[src/rtl/epp17_consts.vh]
// constants of the enhanced parallel port cycle engine
// assumes: included by bare name from the rtl files
`ifndef EPP17_CONSTS_VH
`define EPP17_CONSTS_VH

// host port offsets
`define OFF_DATA 11'h000
`define OFF_STATUS 11'h001
`define OFF_CONTROL 11'h002
`define OFF_EPP_ADDR 11'h003
`define OFF_EPP_DATA0 11'h004
`define OFF_EPP_DATA3 11'h007
`define OFF_ECP_FIFO 11'h400
`define OFF_CONFIG_B 11'h401
`define OFF_EXT_CTRL 11'h402

// extended control mode field codes
`define MODE_SPP 3'h0
`define MODE_BIDIR 3'h1
`define MODE_COMPAT_FIFO 3'h2
`define MODE_ECP 3'h3
`define MODE_EPP 3'h4
`define MODE_TEST 3'h6
`define MODE_CONFIG 3'h7

// device control bit positions
`define DCR_STROBE 0
`define DCR_AUTOFD 1
`define DCR_INIT 2
`define DCR_SELIN 3
`define DCR_ACKINT 4
`define DCR_DIR 5
// device status timeout bit
`define DSR_TIMEOUT 0

// reset values and the config a read value
`define DCR_RST 6'h00
`define ECR_RST 6'h00
`define DATA_RST 8'h00
`define CONFIG_A_VAL 8'h10

// watchdog: 10 us at 40 MHz
`define WDOG_NS 10000
`define CLK_MHZ 40
`define WDOG_CYC ((`WDOG_NS * `CLK_MHZ + 999) / 1000)

// shared fifo shape
`define PWORD_W 8
`define FIFO_DEPTH 16

`endif

[src/rtl/epp17_parallel_cycle_engine.v]
// enhanced parallel port cycle engine with standard port registers
// assumes: host pulses one read or write and waits for host_done_o
//
// What this block does
// - idle strobes and reset follow the standard control port
// - watchdog times each enhanced cycle from its strobe phase
// - watchdog expiry aborts cycle, sets status bit0
// - wait low stretches host cycle until high
// - clearing direction asserts write select before write
// - write drives byte, then asserts matching strobe
// - write ends: sync, strobe released, byte kept
// - direction 1 with strobe bit 0 releases write select, floats bus
// - read: strobe, peripheral data, wait high, end
// - write select, strobes, reset driven active low
// - peripheral interrupt passes through, not inverted
// - only data and address strobes overridden during a cycle
// - all fifo registers share one 16-byte fifo
// - data, status, control readable in every mode; data writes in ecp mode go to the fifo
// - config b shows chosen interrupt and dma
// - fifo port word is 8 bits
// - offset 3 runs an address strobe cycle
// - offsets 4 to 7 run data strobe cycles
`include "epp17_consts.vh"
`default_nettype none

module epp17_parallel_cycle_engine (
  input wire sys_clk_i,
  input wire srst_i,
  input wire [10:0] host_addr_i,
  input wire host_wr_i,
  input wire host_rd_i,
  input wire [7:0] host_wdata_i,
  output reg [7:0] host_rdata_o,
  output reg host_done_o,
  input wire [2:0] cfg_irq_sel_i,
  input wire [2:0] cfg_dma_sel_i,
  input wire [7:0] port_data_bus_i,
  output reg [7:0] port_data_bus_o,
  output reg port_data_bus_oe_n_o,
  output reg write_select_n_o,
  output reg data_strobe_n_o,
  output reg addr_strobe_n_o,
  output reg periph_reset_n_o,
  input wire periph_wait_n_i,
  input wire periph_interrupt_i,
  input wire ack_n_i,
  input wire busy_i,
  input wire paper_end_i,
  input wire select_i,
  input wire fault_n_i,
  output reg irq_o
);

localparam ST_IDLE = 2'h0;
localparam ST_SETUP = 2'h1;
localparam ST_STROBE = 2'h2;
localparam ST_END = 2'h3;
// watchdog terminal count, cut to the counter width on purpose
localparam [31:0] WDOG_LAST_W = `WDOG_CYC - 1;
localparam [8:0] WDOG_LAST = WDOG_LAST_W[8:0];

////////////////////////////////////////////////////////////////////////
// pin synchronisers
reg [14:0] pin_meta_q;
reg [14:0] pin_sync_q;
wire [7:0] pd_s;
wire wait_n_s;
wire ack_n_s;
wire busy_s;
wire paper_end_s;
wire select_s;
wire fault_n_s;
wire periph_interrupt_s;

// two flops on every input coming from the cable
always @(posedge sys_clk_i)
begin
  if (srst_i)
  begin
    pin_meta_q <= 15'h0000;
    pin_sync_q <= 15'h0000;
  end
  else
  begin
    pin_meta_q <= {periph_interrupt_i, fault_n_i, select_i,
      paper_end_i, busy_i, ack_n_i, periph_wait_n_i,
      port_data_bus_i};
    pin_sync_q <= pin_meta_q;
  end
end

assign pd_s = pin_sync_q[7:0];
assign wait_n_s = pin_sync_q[8];
assign ack_n_s = pin_sync_q[9];
assign busy_s = pin_sync_q[10];
assign paper_end_s = pin_sync_q[11];
assign select_s = pin_sync_q[12];
assign fault_n_s = pin_sync_q[13];
assign periph_interrupt_s = pin_sync_q[14];

////////////////////////////////////////////////////////////////////////
// registers and cycle state
reg [5:0] dcr_q;
reg [5:0] ecr_q;
reg [7:0] pd_out_q;
reg timeout_q;
reg [1:0] state_q;
reg [1:0] state_d;
reg cyc_addr_q;
reg cyc_read_q;
reg [8:0] wdog_q;
wire [2:0] mode;
wire epp_mode;
wire fifo_mode;
wire epp_sel;
wire epp_req;
wire cyc_ok;
wire cyc_tmo;
wire [7:0] dsr;
wire [7:0] cfg_b;
wire [7:0] ecr_rd;
wire fifo_in_ready;
wire fifo_out_valid;
wire [7:0] fifo_out_data;
wire fifo_full;
wire fifo_empty;
wire fifo_push;
wire fifo_pop;
wire strobe_ph;
wire wr_mode;

assign mode = ecr_q[5:3];
assign epp_mode = (mode == `MODE_EPP);
assign fifo_mode = (mode == `MODE_COMPAT_FIFO) |
  (mode == `MODE_ECP) | (mode == `MODE_TEST);

// address 3 or 4..7 in enhanced mode starts a strobe cycle
assign epp_sel = epp_mode & (host_addr_i >= `OFF_EPP_ADDR) &
  (host_addr_i <= `OFF_EPP_DATA3);
assign epp_req = (host_wr_i | host_rd_i) & epp_sel &
  (state_q == ST_IDLE);

// cycle ends on wait high or watchdog expiry
assign cyc_ok = (state_q == ST_STROBE) & wait_n_s;
assign cyc_tmo = (state_q == ST_STROBE) & ~wait_n_s &
  (wdog_q == WDOG_LAST);

assign dsr = {~busy_s, ack_n_s, paper_end_s, select_s, fault_n_s,
  2'b00, timeout_q};
assign cfg_b = {1'b0, irq_o, cfg_irq_sel_i,
  cfg_dma_sel_i};
assign ecr_rd = {ecr_q, fifo_full, fifo_empty};

////////////////////////////////////////////////////////////////////////
// shared fifo behind every fifo register
assign fifo_push = host_wr_i & (state_q == ST_IDLE) & fifo_in_ready &
  (((host_addr_i == `OFF_ECP_FIFO) & fifo_mode) |
  ((host_addr_i == `OFF_DATA) & (mode == `MODE_ECP)));
assign fifo_pop = host_rd_i & (state_q == ST_IDLE) &
  (host_addr_i == `OFF_ECP_FIFO) & fifo_mode;

// one common store, 8-bit port word
port_fifo #(
  .WIDTH(`PWORD_W),
  .DEPTH(`FIFO_DEPTH)
) u_fifo (
  .sys_clk_i(sys_clk_i),
  .srst_i(srst_i),
  .in_valid_i(fifo_push),
  .in_ready_o(fifo_in_ready),
  .in_data_i(host_wdata_i),
  .out_valid_o(fifo_out_valid),
  .out_ready_i(fifo_pop),
  .out_data_o(fifo_out_data),
  .full_o(fifo_full),
  .empty_o(fifo_empty)
);

////////////////////////////////////////////////////////////////////////
// enhanced cycle sequencer next state
always @*
begin
  state_d = state_q;
  case (state_q)
    ST_IDLE:
    begin
      if (epp_req)
        state_d = ST_SETUP;
    end
    ST_SETUP:
      state_d = ST_STROBE;
    ST_STROBE:
    begin
      if (cyc_ok | cyc_tmo)
        state_d = ST_END;
    end
    ST_END:
      state_d = ST_IDLE;
    default:
      state_d = ST_IDLE;
  endcase
end

// strobe phase decided from the coming state
assign strobe_ph = (state_d == ST_STROBE);
// strobe bit forces write mode during enhanced operation
assign wr_mode = ~dcr_q[`DCR_DIR] | dcr_q[`DCR_STROBE];

// state, watchdog and cycle attributes
always @(posedge sys_clk_i)
begin
  if (srst_i)
  begin
    state_q <= ST_IDLE;
    cyc_addr_q <= 1'b0;
    cyc_read_q <= 1'b0;
    wdog_q <= 9'h000;
  end
  else
  begin
    state_q <= state_d;
    if (epp_req)
    begin
      cyc_addr_q <= (host_addr_i == `OFF_EPP_ADDR);
      cyc_read_q <= host_rd_i;
      wdog_q <= 9'h000;
    end
    else if (state_q == ST_STROBE && ~cyc_ok && ~cyc_tmo)
      wdog_q <= wdog_q + 9'h001;
  end
end

////////////////////////////////////////////////////////////////////////
// software registers
always @(posedge sys_clk_i)
begin
  if (srst_i)
  begin
    dcr_q <= `DCR_RST;
    ecr_q <= `ECR_RST;
    pd_out_q <= `DATA_RST;
    timeout_q <= 1'b0;
  end
  else
  begin
    if (host_wr_i && state_q == ST_IDLE)
    begin
      if (host_addr_i == `OFF_DATA && mode != `MODE_ECP)
        pd_out_q <= host_wdata_i;
      if (host_addr_i == `OFF_CONTROL)
        dcr_q <= host_wdata_i[5:0];
      if (host_addr_i == `OFF_EXT_CTRL)
        ecr_q <= host_wdata_i[7:2];
      if (epp_req)
        pd_out_q <= host_wdata_i;
    end
    // set wins over a clear in the same cycle
    if (cyc_tmo)
      timeout_q <= 1'b1;
    else if (host_wr_i && state_q == ST_IDLE &&
      host_addr_i == `OFF_STATUS && host_wdata_i[`DSR_TIMEOUT])
      timeout_q <= 1'b0;
  end
end

////////////////////////////////////////////////////////////////////////
// host answer: done pulse and read data
always @(posedge sys_clk_i)
begin
  if (srst_i)
  begin
    host_done_o <= 1'b0;
    host_rdata_o <= 8'h00;
  end
  else
  begin
    host_done_o <= 1'b0;
    if (cyc_ok | cyc_tmo)
    begin
      // wait states end here
      host_done_o <= 1'b1;
      host_rdata_o <= cyc_read_q ? pd_s : 8'h00;
    end
    else if ((host_wr_i | host_rd_i) && state_q == ST_IDLE &&
      ~epp_sel)
    begin
      host_done_o <= 1'b1;
      host_rdata_o <= 8'h00;
      if (host_rd_i)
      begin
        case (host_addr_i)
          `OFF_DATA:
          begin
            if (mode == `MODE_SPP || ~dcr_q[`DCR_DIR])
              host_rdata_o <= pd_out_q;
            else
              host_rdata_o <= pd_s;
          end
          `OFF_STATUS:
            host_rdata_o <= dsr;
          `OFF_CONTROL:
            host_rdata_o <= {2'b00, dcr_q};
          `OFF_ECP_FIFO:
          begin
            if (mode == `MODE_CONFIG)
              host_rdata_o <= `CONFIG_A_VAL;
            else if (fifo_out_valid & fifo_mode)
              host_rdata_o <= fifo_out_data;
          end
          `OFF_CONFIG_B:
          begin
            if (mode == `MODE_CONFIG)
              host_rdata_o <= cfg_b;
          end
          `OFF_EXT_CTRL:
            host_rdata_o <= ecr_rd;
          default:
            host_rdata_o <= 8'h00;
        endcase
      end
    end
  end
end

////////////////////////////////////////////////////////////////////////
// port pins, all registered
always @(posedge sys_clk_i)
begin
  if (srst_i)
  begin
    port_data_bus_o <= `DATA_RST;
    port_data_bus_oe_n_o <= 1'b0;
    write_select_n_o <= 1'b1;
    data_strobe_n_o <= 1'b1;
    addr_strobe_n_o <= 1'b1;
    periph_reset_n_o <= 1'b0;
    irq_o <= 1'b0;
  end
  else
  begin
    // written byte stays latched after the cycle
    port_data_bus_o <= (epp_req & host_wr_i) ? host_wdata_i :
      pd_out_q;
    irq_o <= periph_interrupt_s & dcr_q[`DCR_ACKINT];
    periph_reset_n_o <= dcr_q[`DCR_INIT];
    if (epp_mode)
    begin
      // direction and strobe bits together steer select and drivers
      write_select_n_o <= ~wr_mode;
      port_data_bus_oe_n_o <= ~wr_mode;
      if (state_d == ST_IDLE)
      begin
        data_strobe_n_o <= ~dcr_q[`DCR_AUTOFD];
        addr_strobe_n_o <= ~dcr_q[`DCR_SELIN];
      end
      else
      begin
        // released in setup and end, asserted in strobe
        data_strobe_n_o <= ~(strobe_ph & ~cyc_addr_q &
          ~epp_req);
        addr_strobe_n_o <= ~(strobe_ph & cyc_addr_q &
          ~epp_req);
      end
    end
    else
    begin
      // standard, bidirectional, fifo and configuration operation
      write_select_n_o <= ~dcr_q[`DCR_STROBE];
      data_strobe_n_o <= ~dcr_q[`DCR_AUTOFD];
      addr_strobe_n_o <= ~dcr_q[`DCR_SELIN];
      port_data_bus_oe_n_o <= (mode != `MODE_SPP) &
        dcr_q[`DCR_DIR];
    end
  end
end

endmodule

`default_nettype wire

[src/rtl/port_fifo.v]
// synchronous fifo with valid and ready on both sides
// assumes: one clock, synchronous active-high reset
`default_nettype none

module port_fifo #(
  parameter WIDTH = 8,
  parameter DEPTH = 4
) (
  input wire sys_clk_i,
  input wire srst_i,
  input wire in_valid_i,
  output wire in_ready_o,
  input wire [WIDTH-1:0] in_data_i,
  output wire out_valid_o,
  input wire out_ready_i,
  output reg [WIDTH-1:0] out_data_o,
  output wire full_o,
  output wire empty_o
);

localparam AW = $clog2(DEPTH);

reg [WIDTH-1:0] mem_q [0:DEPTH-1];
reg [AW-1:0] wr_ptr_q;
reg [AW-1:0] rd_ptr_q;
reg [AW:0] count_q;
reg settled_q;
wire push;
wire pop;

////////////////////////////////////////////////////////////////////////
// flags and handshakes
assign full_o = (count_q == DEPTH[AW:0]);
assign empty_o = (count_q == {(AW+1){1'b0}});
assign in_ready_o = ~full_o;
assign out_valid_o = ~empty_o & settled_q; // output word settled
assign push = in_valid_i & in_ready_o;
assign pop = out_valid_o & out_ready_i;

////////////////////////////////////////////////////////////////////////
// storage, registered read port
always @(posedge sys_clk_i)
begin
  if (push)
    mem_q[wr_ptr_q] <= in_data_i;
  out_data_o <= mem_q[rd_ptr_q];
end

// pointers and fill count
always @(posedge sys_clk_i)
begin
  if (srst_i)
  begin
    wr_ptr_q <= {AW{1'b0}};
    rd_ptr_q <= {AW{1'b0}};
    count_q <= {(AW+1){1'b0}};
    settled_q <= 1'b0;
  end
  else
  begin
    settled_q <= ~(push | pop);
    if (push)
      wr_ptr_q <= wr_ptr_q + {{(AW-1){1'b0}}, 1'b1};
    if (pop)
      rd_ptr_q <= rd_ptr_q + {{(AW-1){1'b0}}, 1'b1};
    if (push & ~pop)
      count_q <= count_q + {{AW{1'b0}}, 1'b1};
    else if (pop & ~push)
      count_q <= count_q - {{AW{1'b0}}, 1'b1};
  end
end

endmodule

`default_nettype wire

[config.mk]
export PLATFORM = sky130hd
export DESIGN_NAME = epp17_parallel_cycle_engine
export DESIGN_NICKNAME = d
export VERILOG_FILES = /design/src/rtl/epp17_parallel_cycle_engine.v /design/src/rtl/port_fifo.v
export VERILOG_INCLUDE_DIRS = /design/src /design/src/rtl
export SDC_FILE = /design/constraint.sdc
export NUM_CORES = 1
export LEC_CHECK = 0
export BUFFER_PORTS_ARGS = -buffer_cell sky130_fd_sc_hd__buf_2
export CAP_MARGIN = 30
export CORE_ASPECT_RATIO = 0.6
export CORE_MARGIN = 2
export CORE_UTILIZATION = 60
export DETAILED_ROUTE_END_ITERATION = 6
export GPL_ROUTABILITY_DRIVEN = 0
export MAX_ROUTING_LAYER = met4
export PLACE_DENSITY_LB_ADDON = 0.1
export SYNTH_ARGS = -nofsm -noshare
export SYNTH_HDL_FRONTEND = slang
export SYNTH_HIERARCHICAL = 1
export SYNTH_SLANG_ARGS = --single-unit
[constraint.sdc]
create_clock -name sys_clk_i -period 4.1 [get_ports sys_clk_i]
set_input_delay 0.41 -clock sys_clk_i [delete_from_list [all_inputs] [get_ports sys_clk_i]]
set_output_delay 0.41 -clock sys_clk_i [all_outputs]
set_load 0.005 [all_outputs]
==> impl_metrics.tcl <==
set metrics [dict create \
    drive_above_1_share_pct 19.7 \
    route.detailed.wl_per_inst_microns 21.3 \
    cts_post_setup_buffers_inserted 0 \
    hold_path_depth 2 \
    total_switching_power_w 0.000899 \
    dr.first_iter.drc_count 698 \
    tritoncts "yes" \
    synth-edff-count 128 \
    htreeDepth 1 \
    finalSetupViolations 0 \
    post_syn_nets 794 \
    synthFlopType "sky130_fd_sc_hd__edfxtp_1" \
    cts.root.buffer_cell "sky130_fd_sc_hd__clkbuf_16" \
    synth_area_leaders "sky130_fd_sc_hd__edfxtp_1 40%, sky130_fd_sc_hd__dfxtp_1 23%, sky130_fd_sc_hd__mux4_2 7.4%, sky130_fd_sc_hd__mux2i_1 4.2%, sky130_fd_sc_hd__nor2b_1 2.7%" \
    setup_slack_ps 514 \
    detailedRoute.firstPassIterationCount 5 \
    final_core_util_pct 69.7 \
    placement_rows 35 \
    timing.critical_path.arrival_ps 3970 \
    fraction_of_the_mapped_netlist_area_in_simple_logic_gates_pct 12.4 \
    route.vias.total 6313 \
    synth.area.mux_share_pct 12.3 \
    globalRouteOverflowTotal 0 \
    drt.antenna.violating_nets 0 \
    remaining_drc_errors 0 \
    grt.total_usage_pct 26.7 \
    synthXorXnorAreaFrac_pct 1.36 \
    r2r_cells 14 \
    placement.io_buffers 66 \
    worstHoldStart "port_data_bus_i[0]" \
    die_h_microns 102 \
    starting_density_of_the_core_pct 62.2 \
    combPwrFrac_pct 2.5 \
    post_layout_nonfiller_instances 1025 \
    count_of_clock_tree_sinks 237 \
    largest_area_contributor_in_the_netlist "sky130_fd_sc_hd__edfxtp_1" \
    cts.path.max_buffers 3 \
    post-dp-hpwl_microns 14900 \
    outcome "complete, no violations" \
    ant_diodes 0 \
    fp.dieArea_sq_mm 0.0172 \
    postSynthAreaPerCell_sq_um 13.2 \
    reg2reg_slack_ps 510 \
    p_clk_share_pct 40.7 \
    antenna_found_initial 0 \
    switching_share_pct 20.3 \
    yosysWarningCount 6 \
    cp-end-kind "flop" \
    detail_route.vias_per_cell 6.16 \
    filler_cell_count 1044 \
    max_freq_mhz 279 \
    power.internal_w 0.00353 \
    synth_cells 735 \
    placedCellCount 987 \
    vdd.ir_drop.worst_uv 313 \
    worstPathMaxFanout 8 \
    worst_skew_pair_latency_ps 500 \
    power_per_cell_area_mw_per_mm2 409 \
    slew_at_the_pin_with_the_worst_max_slew_slack_ps 1050 \
    period_minus_slack_ps 3590 \
    yosysUniqueCellTypes 66 \
    synth.top_cell.area_share_pct 39.7 \
    timing_worst_setup_path_type "reg2reg" \
    clkSlewWorstSetupHoldPaths_ps 60 \
    totalWireLength_microns 21900 \
    floorplan.die.width_microns 168 \
    final_common_cell "sky130_fd_sc_hd__edfxtp_1" \
    p_seq_share_pct 56.8 \
    synth-compound-area-share_pct 7.36 \
    grt_first_pass_wirelength_microns 33500 \
    layout_common_cells "128 x sky130_fd_sc_hd__edfxtp_1, 108 x sky130_fd_sc_hd__dfxtp_1, 67 x sky130_fd_sc_hd__nor2_1" \
    postSynth.asyncResetShare_pct 0 \
    cts_bufs_inserted 21 \
    layout_worst_path_cycle_share_pct 87.5 \
    area_delta_synth_final_pct 12.0 \
    max-slew-margin-rel_pct 29.9 \
    worstHoldEndpoint "pin_meta_q[0]" \
    synth_fa_ha_area_share_pct 2.02 \
    cts.repair.resized 0 \
    area_of_the_core_sq_mm 0.0155 \
    ios 67 \
    holdBufCountCts 0 \
    critical_path.reg2reg.startpoint "state_q[0]" \
    final_nets 866 \
    hold_path_class "in2reg" \
    max-cap-violations 0 \
    total_leakage_power_nw 3.82 \
    grt_setup_unrepaired "false" \
    final_max_slew_viol_count 0 \
    pin_count_of_the_biggest_net_entering_global_routing 76 \
    synth-seq-cells 237 \
    start_kind "flop" \
    worst_clock_skew_ps 13.2 \
    syn-cell-area_sq_mm 0.00968 \
    finalHoldViolations 0 \
    final.setup.tns_ps 0 \
    yosysSeqAreaShare_pct 62.3 \
    cp.required_ps 4480 \
    via_count_of_the_first_global_routing_pass 6027 \
    largest_family_of_logic_cells_by_synthesized_area "simple AND/OR/NAND/NOR gates" \
    preCtsSetupSlack_ps 510 \
    crit-reg2reg-capture "u_fifo/count_q[4]" \
]
[critical path: stages (launching register included)]
cell	delay, ps
sky130_fd_sc_hd__dfxtp_1	310
sky130_fd_sc_hd__inv_1	130
sky130_fd_sc_hd__ha_1	340
sky130_fd_sc_hd__nand2_1	210
sky130_fd_sc_hd__nor4_1	360
sky130_fd_sc_hd__buf_4	190
sky130_fd_sc_hd__nand2_1	70
sky130_fd_sc_hd__clkinv_1	150
sky130_fd_sc_hd__ha_1	210
sky130_fd_sc_hd__inv_1	130
sky130_fd_sc_hd__fa_1	480
sky130_fd_sc_hd__a21o_1	170
sky130_fd_sc_hd__a21oi_1	160
sky130_fd_sc_hd__mux2i_1	220
sky130_fd_sc_hd__mux2_2	340
[per-stage QoR]
stage               power (W)  hold WS (ps)  instance area, sq um
global placement      0.00267           420                 10200
floorplan             0.00262           414                  9680
detailed placement    0.00268           424                 10200
CTS                   0.00446           109                 10800
global route          0.00456           122                 10800
finish                0.00443           115                 10800
[registers in the layout, indices dropped and copies added, names as in the netlist, 2 cells and up]
register / count
pin_sync_q: 15
pd_out_q: 8
wdog_q: 9
dcr_q: 6
u_fifo/rd_ptr_q: 4
pin_meta_q: 15
host_rdata_o: 8
u_fifo/mem_q: 128
u_fifo/wr_ptr_q: 4
port_data_bus_o: 8
ecr_q: 6
state_q: 2
u_fifo/count_q: 5
u_fifo/out_data_o: 8
[power groups by stage]
stage	combinational, W	clock (W)	sequential, W
final	0.000110	0.00180	0.00252
after CTS	0.000110	0.00184	0.00252
after global routing	0.000121	0.00192	0.00252
after floorplan	0.0000464	0	0.00257
after global placement	0.000104	0	0.00257
after detailed placement	0.000109	0	0.00257
[cells in the mapped netlist (all sizes together), types with 4 or more instances]
cell type	number
a221oi	4
inv	11
a211oi	13
nand2b	4
and4	5
ha	14
nor3	13
mux2i	41
nand3	9
o21ai	19
nor2b	41
buf	12
a21oi	25
dfxtp	109
nor2	67
clkbuf	23
a22oi	7
o22ai	8
xnor2	6
nand4	12
mux4	32
xor2	9
edfxtp	128
nor4	4
and3	8
nand2	61
mux2	5
[cells by family (layout without fill, tap and decap cells)]
logic type / after synthesis / count (layout)
AO/OA/AOI/OAI: 102 / 102
adder cells (fa/ha/maj): 15 / 15
XOR/XNOR: 15 / 15
flip-flops: 237 / 237
buffers and inverters: 48 / 135
AND/OR/NAND/NOR: 240 / 240
multiplexers: 78 / 78
[final cells by class]
cell class | instances | area (sq um) | share of cell area, %
multi-input cells | 450 | 3420 | 31.6
repair buffers | 84 | 462 | 4.26
inverters | 13 | 48.8 | 0.450
clock inverters | 9 | 43.8 | 0.404
well taps | 203 | 254 | 2.34
flip-flops and latches | 237 | 6030 | 55.6
clock buffers | 29 | 577 | 5.32
[worst max-delay path by stage]
stage / start / to / slack (ps) / depth (start not counted)
after floorplan: host_addr_i[7] / u_fifo/count_q[4] / 310 / 11
after global placement: host_addr_i[5] / u_fifo/count_q[4] / 610 / 14
after detailed placement: host_addr_i[5] / u_fifo/count_q[4] / 510 / 14
after CTS: state_q[0] / u_fifo/count_q[4] / 600 / 14
after global routing: state_q[0] / u_fifo/count_q[4] / 280 / 14
final: state_q[0] / u_fifo/count_q[4] / 510 / 14
[metal layers]
metal  GRT usage (%)  up-vias  share of wire, %  wire length, microns
met5               -        -                 0                     0
met4            4.68        0               1.2                   273
met3            5.27       28                10                  2190
met2            38.4      287                43                  9390
met1            40.2     3112                46                 10000
li1                -     2886                 -                     -
No activity file was read; power rests on OpenSTA's default activity.
